<file path="config.mk">
export PLATFORM = sky130hd
export DESIGN_NAME = cvopt_regs
export DESIGN_NICKNAME = d
export VERILOG_FILES = /design/src/hw/cvopt_pkg.sv /design/src/hw/cvopt_flag.sv /design/src/hw/cvopt_regs.sv
export SDC_FILE = /design/constraint.sdc
export NUM_CORES = 1
export LEC_CHECK = 0
export BUFFER_PORTS_ARGS = -buffer_cell sky130_fd_sc_hd__buf_4
export CORE_MARGIN = 4
export CORE_UTILIZATION = 51
export CTS_BUF_LIST = sky130_fd_sc_hd__clkbuf_16
export CTS_CLUSTER_DIAMETER = 80
export DETAILED_ROUTE_END_ITERATION = 8
export PLACE_DENSITY = 0.82
export SYNTH_ARGS = -nofsm -noshare
export SYNTH_HDL_FRONTEND = slang
export SYNTH_SLANG_ARGS = --single-unit
</file>
<file path="constraint.sdc">
create_clock -name CLK -period 3.85 [get_ports CLK]
set_input_delay 0.77 -clock CLK [delete_from_list [all_inputs] [get_ports CLK]]
set_output_delay 0.77 -clock CLK [all_outputs]
set_load 0.02 [all_outputs]
</file>
<file path="src/hw/cvopt_pkg.sv">
// Package of offsets, field positions and reset values for the converter option and event registers.
package cvopt_pkg;
	localparam logic [7:0] ADDR_OPTION     = 8'h03;
	localparam logic [7:0] ADDR_EVENTS     = 8'h04;
	localparam int         OPT_DROOP_BIT   = 2;
	localparam int         OPT_SOLO_BIT    = 1;
	localparam int         OPT_BLANK_BIT   = 0;
	localparam logic [4:0] OPT_RSVD_RESET  = 5'h00;
	localparam logic       OPT_SOLO_RESET  = 1'h0;
	localparam logic       OPT_BLANK_RESET = 1'h0;
	localparam logic [7:0] EVENTS_RESET    = 8'h00;
	localparam int         NUM_EVENTS      = 6;
	localparam logic [1:0] EVENTS_RSVD     = 2'h0;
endpackage : cvopt_pkg

</file>
<file path="src/hw/cvopt_flag.sv">
// One sticky event flag that sets on its event and clears when the status register is read.
`timescale 1ns/1ns
`default_nettype none
module cvopt_flag (
	input  wire logic clk,
	input  wire logic srst,
	input  wire logic event_in,
	input  wire logic read_clear,
	output var  logic flag
);
	// Set wins over the read clear so an event during the read survives for the next read.
	always_ff @(posedge clk) begin
		if (srst) begin
			flag <= 1'b0;
		end else if (event_in) begin
			flag <= 1'b1; // RULE_15
		end else if (read_clear) begin
			flag <= 1'b0; // RULE_15
		end
	end
endmodule : cvopt_flag
`default_nettype wire

</file>
<file path="src/hw/cvopt_regs.sv">
// Option register and sticky event register of the step-down converter register bank.
// Summary of operation
// RULE_01: The host writes zero to option bits 7 to 3, which are read-write and reset to zero.
// RULE_02: Option bit 2 enables droop compensation and resets to the factory option value.
// RULE_03: Option bit 1 clear enables the enable-pin pulldown and clock-follow output, set disables both, reset zero.
// RULE_04: The host never sets the solo bit while converters run stacked.
// RULE_05: Option bit 0 set holds the good output pin released during a voltage transition, else it follows the comparator.
// RULE_06: Status bits 7 and 6 are read-only zero and software ignores them.
// RULE_07: Status bit 5 shows a retry shutdown since the last status read.
// RULE_08: Status bit 4 shows a current limit event since the last status read.
// RULE_09: Status bit 3 shows a thermal alert since the last status read.
// RULE_10: Status bit 2 shows a thermal trip since the last status read.
// RULE_11: Status bit 1 shows an undervoltage event since the last status read.
// RULE_12: Status bit 0 shows an overvoltage event since the last status read.
// RULE_13: The status register sits at address 4h and resets to zero.
// RULE_14: The option register sits at address 3h with upper nibble zero and low bits from the device option.
// RULE_15: A flag sets on its event, holds until a status read clears it, and an event during that read survives.
`timescale 1ns/1ns
`default_nettype none
module cvopt_regs #(
	parameter logic DROOP_RESET = 1'b0
) (
	input  wire logic       CLK,
	input  wire logic       SRST,
	input  wire logic [7:0] ADDR,
	input  wire logic       WR_STB,
	input  wire logic [7:0] WR_DATA,
	input  wire logic       RD_STB,
	input  wire logic [5:0] EVENTS,
	input  wire logic       WINDOW_OK,
	input  wire logic       VOLTAGE_TRANSITION,
	output var  logic [7:0] RD_DATA,
	output var  logic       DROOP_COMP_ENABLE,
	output var  logic       EN_PULLDOWN_ENABLE,
	output var  logic       CLOCK_FOLLOW_ENABLE,
	output var  logic       GOOD_OUTPUT_PIN_O,
	output var  logic       GOOD_OUTPUT_PIN_OE
);

	// Stored option fields, the sticky flags and the decode terms shared by the processes below.
	logic [4:0] opt_rsvd;
	logic       droop;
	logic       solo;
	logic       blank;
	logic [5:0] flags;
	logic       sel_opt;
	logic       sel_evt;
	logic       read_clear;
	logic [7:0] next_rd_data;

	////////////////////////////////////////////////////////////////////////////
	// Address decode for both registers.
	assign sel_opt    = (ADDR == cvopt_pkg::ADDR_OPTION); // RULE_14
	assign sel_evt    = (ADDR == cvopt_pkg::ADDR_EVENTS); // RULE_13
	assign read_clear = RD_STB && sel_evt;

	////////////////////////////////////////////////////////////////////////////
	// Option register; reserved bits are stored as written so the host can read them back.
	// Solo must stay clear in stacked setups; the logic cannot tell, so the host has to police it.
	always_ff @(posedge CLK) begin
		if (SRST) begin
			opt_rsvd <= cvopt_pkg::OPT_RSVD_RESET; // RULE_01
			droop    <= DROOP_RESET; // RULE_02
			solo     <= cvopt_pkg::OPT_SOLO_RESET; // RULE_03
			blank    <= cvopt_pkg::OPT_BLANK_RESET; // RULE_05
		end else if (WR_STB && sel_opt) begin
			opt_rsvd <= WR_DATA[7:3];
			droop    <= WR_DATA[cvopt_pkg::OPT_DROOP_BIT];
			solo     <= WR_DATA[cvopt_pkg::OPT_SOLO_BIT];
			blank    <= WR_DATA[cvopt_pkg::OPT_BLANK_BIT];
		end
	end

	////////////////////////////////////////////////////////////////////////////
	// One sticky flag per event line; bit 5 retry, 4 current, 3 alert, 2 trip, 1 under, 0 over.
	genvar gi;
	generate
		for (gi = 0; gi < cvopt_pkg::NUM_EVENTS; gi++) begin : g_flag
			cvopt_flag u_flag (
				.clk       (CLK),
				.srst      (SRST),
				.event_in  (EVENTS[gi]),
				.read_clear(read_clear),
				.flag      (flags[gi])
			); // RULE_07 RULE_08 RULE_09 RULE_10 RULE_11 RULE_12
		end
	endgenerate

	////////////////////////////////////////////////////////////////////////////
	// Read data mux; the flags are sampled before the clearing edge, so the host sees what was set.
	// A write and a read in one cycle return the old option byte, since the mux sees the stored value.
	always_comb begin
		next_rd_data = RD_DATA;
		if (RD_STB) begin
			if (sel_opt) begin
				next_rd_data = {opt_rsvd, droop, solo, blank};
			end else if (sel_evt) begin
				next_rd_data = {cvopt_pkg::EVENTS_RSVD, flags}; // RULE_06
			end else begin
				next_rd_data = 8'h00;
			end
		end
	end

	// Read data register; it only moves on a read strobe, so a slow host may pick it up late.
	always_ff @(posedge CLK) begin
		if (SRST) begin
			RD_DATA <= cvopt_pkg::EVENTS_RESET; // RULE_13
		end else begin
			RD_DATA <= next_rd_data;
		end
	end

	////////////////////////////////////////////////////////////////////////////
	// Outputs steered by option bits; the good output pin is open drain, pulled low when not good.
	// Registering the pin adds one cycle of lag behind the comparator, which is small against any ramp.
	always_ff @(posedge CLK) begin
		if (SRST) begin
			DROOP_COMP_ENABLE   <= 1'b0;
			EN_PULLDOWN_ENABLE  <= 1'b1;
			CLOCK_FOLLOW_ENABLE <= 1'b1;
			GOOD_OUTPUT_PIN_O   <= 1'b0;
			GOOD_OUTPUT_PIN_OE  <= 1'b0;
		end else begin
			DROOP_COMP_ENABLE   <= droop; // RULE_02
			EN_PULLDOWN_ENABLE  <= !solo; // RULE_03
			CLOCK_FOLLOW_ENABLE <= !solo; // RULE_03
			GOOD_OUTPUT_PIN_O   <= 1'b0;
			GOOD_OUTPUT_PIN_OE  <= !WINDOW_OK && !(blank && VOLTAGE_TRANSITION); // RULE_05
		end
	end
endmodule : cvopt_regs
`default_nettype wire

</file>
==> impl.org <==
** Outcome
- The flow ran to the end, and the final reports show no timing, DRC or antenna violations.

** Route
- The first TritonRoute pass finished after 4 iterations.
- Using the TritonRoute via totals, the vias-per-cell ratio works out to 5.33.
- For this run, design rule violations remaining after detail routing come to 0.
- Average routed wire per standard cell :: 14.4 um
- Count of antenna-violating nets left after detailed routing :: 0
- First DRT Iteration DRCs :: 17
- Total length of routed wires :: 2470 um
- The final route contains 917 vias.

** Clock tree
- Clock tree sinks :: 25
- TritonCTS built the clock tree.
- Hold buffer count at cts :: 0
- # resized after CTS :: 0
- At the later pin of the worst-skew pair, clock insertion delay measures 250 ps.
- H-Tree Level Count :: 1
- Clock buffers created by TritonCTS :: 3
- The cell sitting at the root of the clock tree is a sky130_fd_sc_hd__clkbuf_16.
- Post-CTS setup repair buffer count :: 0
- Clock transition at the register clock pins on the worst setup and hold paths after CTS :: 60 ps
- Clock tree buffer depth :: 2

** Synthesis
- Number of distinct standard cells referenced by the synthesized netlist :: 23
- Synthesized area divided by synthesized cell count :: 9.94 um2
- Counting flops with a built-in enable in the synthesized netlist gives 0.
- Synth top area share :: 45.8%
- Summing the sequential cell areas from Yosys gives 45.8% of the chip area.
- The cell area that synthesis handed to floorplanning was 0.00109 mm2.
- Library cell with the highest instance count after synthesis :: sky130_fd_sc_hd__dfxtp_1
- Share of flip-flops with an asynchronous set or reset after synthesis :: 0%
- Number of instances in the synthesized netlist :: 110
- For this run, the number of Yosys warnings is 0.
- The biggest area contributor in the post-synthesis netlist is sky130_fd_sc_hd__dfxtp_1.
- Post-synth top flop :: sky130_fd_sc_hd__dfxtp_1
- Counting every net in the synthesized netlist gives 138.
- The synthesized design contains 25 register bits.
- Ranked by instance count, the synthesized netlist is headed by sky130_fd_sc_hd__dfxtp_1, sky130_fd_sc_hd__nand2b_1, sky130_fd_sc_hd__nor2_1, sky130_fd_sc_hd__a211oi_1, sky130_fd_sc_hd__mux2i_1.
- Ranking of synthesized cells by area :: sky130_fd_sc_hd__dfxtp_1, sky130_fd_sc_hd__nand2b_1, sky130_fd_sc_hd__mux2i_1

** Critical path
- Worst setup path endpoint :: droop$_SDFFE_PP0P_
- Capturing point of the worst reg2reg path :: droop$_SDFFE_PP0P_
- The worst setup path is launched from a primary input.
- Launching point of the worst reg2reg path :: droop$_SDFFE_PP0P_
- Measured in cells, the most critical reg-to-reg path has a length of 2.
- At the worst endpoint, the arrival time is 2190 ps.
- For flop-to-flop paths, the worst setup slack is 3010 ps.
- The critical path starts at ADDR[2].
- Along the worst path, the maximum fanout reaches 9.
- Worst setup EP type :: flop
- Critical path required time :: 3990 ps
- The worst setup path is of the primary input to flop kind.

** STA
- Setup violations remaining at the end of the flow were counted as 0.
- Across the routed clock network, the largest skew measured is 1.02 ps.
- Counting I/O delays and the setup requirement, the final critical path takes 2050 ps.
- Setup repair after global routing left no endpoint under its margin.
- Final number of hold-violating endpoints :: 0
- Aggregate negative setup slack :: 0 ps
- Derived from the worst setup path, the maximum achievable clock frequency is 0.488 GHz.
- The count of pins over their slew limit came to 0.
- Post-route clock period utilization :: 53.2%

** Hold path
- Worst min-delay path category :: flop to flop

** GRT
- The initial antenna violation count is 0.
- Gr usage total :: 18.3%
- After global routing the overflow that remains totals 0.
- Entering global routing, the biggest net connects 33 pins.
- The via count of the first global-routing pass is 889.
- The first global-routing pass estimated 3820 um of wire.

** Power
- Combinational logic is responsible for 9.3% of the overall power.
- Clock group share of total power :: 41.2%
- Design Power :: 540 uW
- Per report_power, the sequential group accounts for 49.5% of the total.
- In this run the power density over the cells is 373 mW/mm2.
- In this run the static leakage power is 0.565 nW.
- Worst IR drop on VDD :: 0.000302 V
- Net switching is 20.0% of the power.
- Internal power summed over all cells :: 432 uW
- Switching component of the power :: 108 uW

** Die
- Initial core utilization :: 54.6%
- Overall die width :: 54.3 um
- Core region area :: 0.00200 mm2
- Die area :: 0.00295 mm2
- The floorplan has 16 rows.
- From bottom edge to top edge, the die measures 54.3 um.
- For this design the top-level I/O count stands at 41.

** Placed design
- After detailed placement, the total cell area comes to 0.00137 mm2.
- Estimated wirelength of the detail-placed design :: 1780 um
- Port Buffer Count :: 39
- Final estimated routing congestion in global placement :: 0.736
- In this run, placement finished with an instance count of 168.

** Cells and area
- 0 antenna diodes ended up in the layout.
- Fraction of final layout cells with drive strength greater than 1 :: 31.7%
- The finished cells cover 0.00145 mm2.
- Once layout is complete, the cells apart from fillers number 172.
- In the final design database the tool counted 174 nets.
- From synthesis to final layout, the design area changed by 32.4%.

** Job
- Count of max-cap constraint violations :: 0
==> kinds of logic (layout without fill, tap and decap cells) <==
| family | count (synthesis) | in the layout | share of synthesized area [%] |
|---|---|---|---|
| simple gates | 41 | 41 | 24.6 |
| flops | 25 | 25 | 45.8 |
| compound gates | 21 | 21 | 14.6 |
| buf+inv | 14 | 49 | 6.86 |
| mux | 8 | 8 | 7.78 |
| other cells | 1 | 1 | 0.343 |
==> worst max-delay path, cell delays in order <==
cell                      delay [ps]
sky130_fd_sc_hd__buf_4           120
sky130_fd_sc_hd__and3b_1         400
sky130_fd_sc_hd__and4b_1         560
sky130_fd_sc_hd__mux2_4          340
==> power by group through the flow <==
stage / combinational (mW) / sequential (mW) / clock (mW)
finish: 0.0501 / 0.267 / 0.223
global placement: 0.0479 / 0.273 / 0
detailed placement: 0.0495 / 0.273 / 0
CTS: 0.0501 / 0.267 / 0.227
floorplan: 0.0220 / 0.272 / 0
global route: 0.0544 / 0.267 / 0.238
==> metrics by stage <==
| step | worst slack (ps) | util (%) | hold slack [ps] |
|---|---|---|---|
| finish | 1800 | 72.3 | 447 |
| global route | 1720 | 72.3 | 448 |
| CTS | 1800 | 72.3 | 441 |
| detailed placement | 1570 | 68.3 | 421 |
| global placement | 1590 | 68.3 | 421 |
| floorplan | 1980 | - | 390 |
==> layer usage <==
metal	wire (um)	track usage, %	part of all wire, %
met1	956	20.5	39
met2	1240	31.9	50
met3	228	4.09	9.2
met4	43	9.54	1.7
met5	0	0	0
==> worst min path at each step <==
stage	startpoint	to	depth (start not counted)	slack [ps]
6_report	solo$_SDFFE_PP0P_	CLOCK_FOLLOW_ENABLE$_SDFF_PP1_	1	450
4_1_cts	solo$_SDFFE_PP0P_	CLOCK_FOLLOW_ENABLE$_SDFF_PP1_	1	440
3_3_place_gp	solo$_SDFFE_PP0P_	CLOCK_FOLLOW_ENABLE$_SDFF_PP1_	1	420
2_1_floorplan	solo$_SDFFE_PP0P_	CLOCK_FOLLOW_ENABLE$_SDFF_PP1_	1	390
3_5_place_dp	solo$_SDFFE_PP0P_	CLOCK_FOLLOW_ENABLE$_SDFF_PP1_	1	420
5_1_grt	solo$_SDFFE_PP0P_	CLOCK_FOLLOW_ENABLE$_SDFF_PP1_	1	450
==> state kept, by name, indices dropped and copies added, names as in the netlist <==
signal	flops
g_flag.u_flag.flag	6
droop	1
opt_rsvd	5
DROOP_COMP_ENABLE	1
solo	1
GOOD_OUTPUT_PIN_OE	1
CLOCK_FOLLOW_ENABLE	1
RD_DATA	8
blank	1
==> layout by cell type (no fill, tap or decap) <==
cell type	Yosys	final
sky130_fd_sc_hd__clkbuf_16	0	3
sky130_fd_sc_hd__nor4_4	1	1
sky130_fd_sc_hd__buf_4	2	39
sky130_fd_sc_hd__nor2b_1	3	3
sky130_fd_sc_hd__and4b_1	1	1
sky130_fd_sc_hd__a21oi_1	2	2
sky130_fd_sc_hd__and2_1	1	1
sky130_fd_sc_hd__o32ai_1	6	6
sky130_fd_sc_hd__dfxtp_1	25	25
sky130_fd_sc_hd__nand2_1	1	1
sky130_fd_sc_hd__a211oi_1	7	7
sky130_fd_sc_hd__inv_1	6	6
sky130_fd_sc_hd__and3b_1	1	1
sky130_fd_sc_hd__nand4b_1	1	1
sky130_fd_sc_hd__nor3b_2	1	1
sky130_fd_sc_hd__clkinv_2	0	1
sky130_fd_sc_hd__nand4bb_1	3	3
sky130_fd_sc_hd__a22oi_1	6	6
sky130_fd_sc_hd__conb_1	1	1
sky130_fd_sc_hd__mux2i_1	7	7
sky130_fd_sc_hd__nand2b_1	16	16
sky130_fd_sc_hd__nor2_1	12	12
sky130_fd_sc_hd__mux2_4	1	1
==> final cells by class <==
| cell class | count | area [um2] |
|---|---|---|
| fill | 160 | 554 |
| tap | 27 | 33.8 |
| inverter | 6 | 22.5 |
| multi-input combinational | 71 | 518 |
| clock inverter | 1 | 5.00 |
| timing repair buffer | 39 | 293 |
| clock buffer | 3 | 75.1 |
| sequential | 25 | 500 |
No activity file was read; power rests on OpenSTA's default activity.
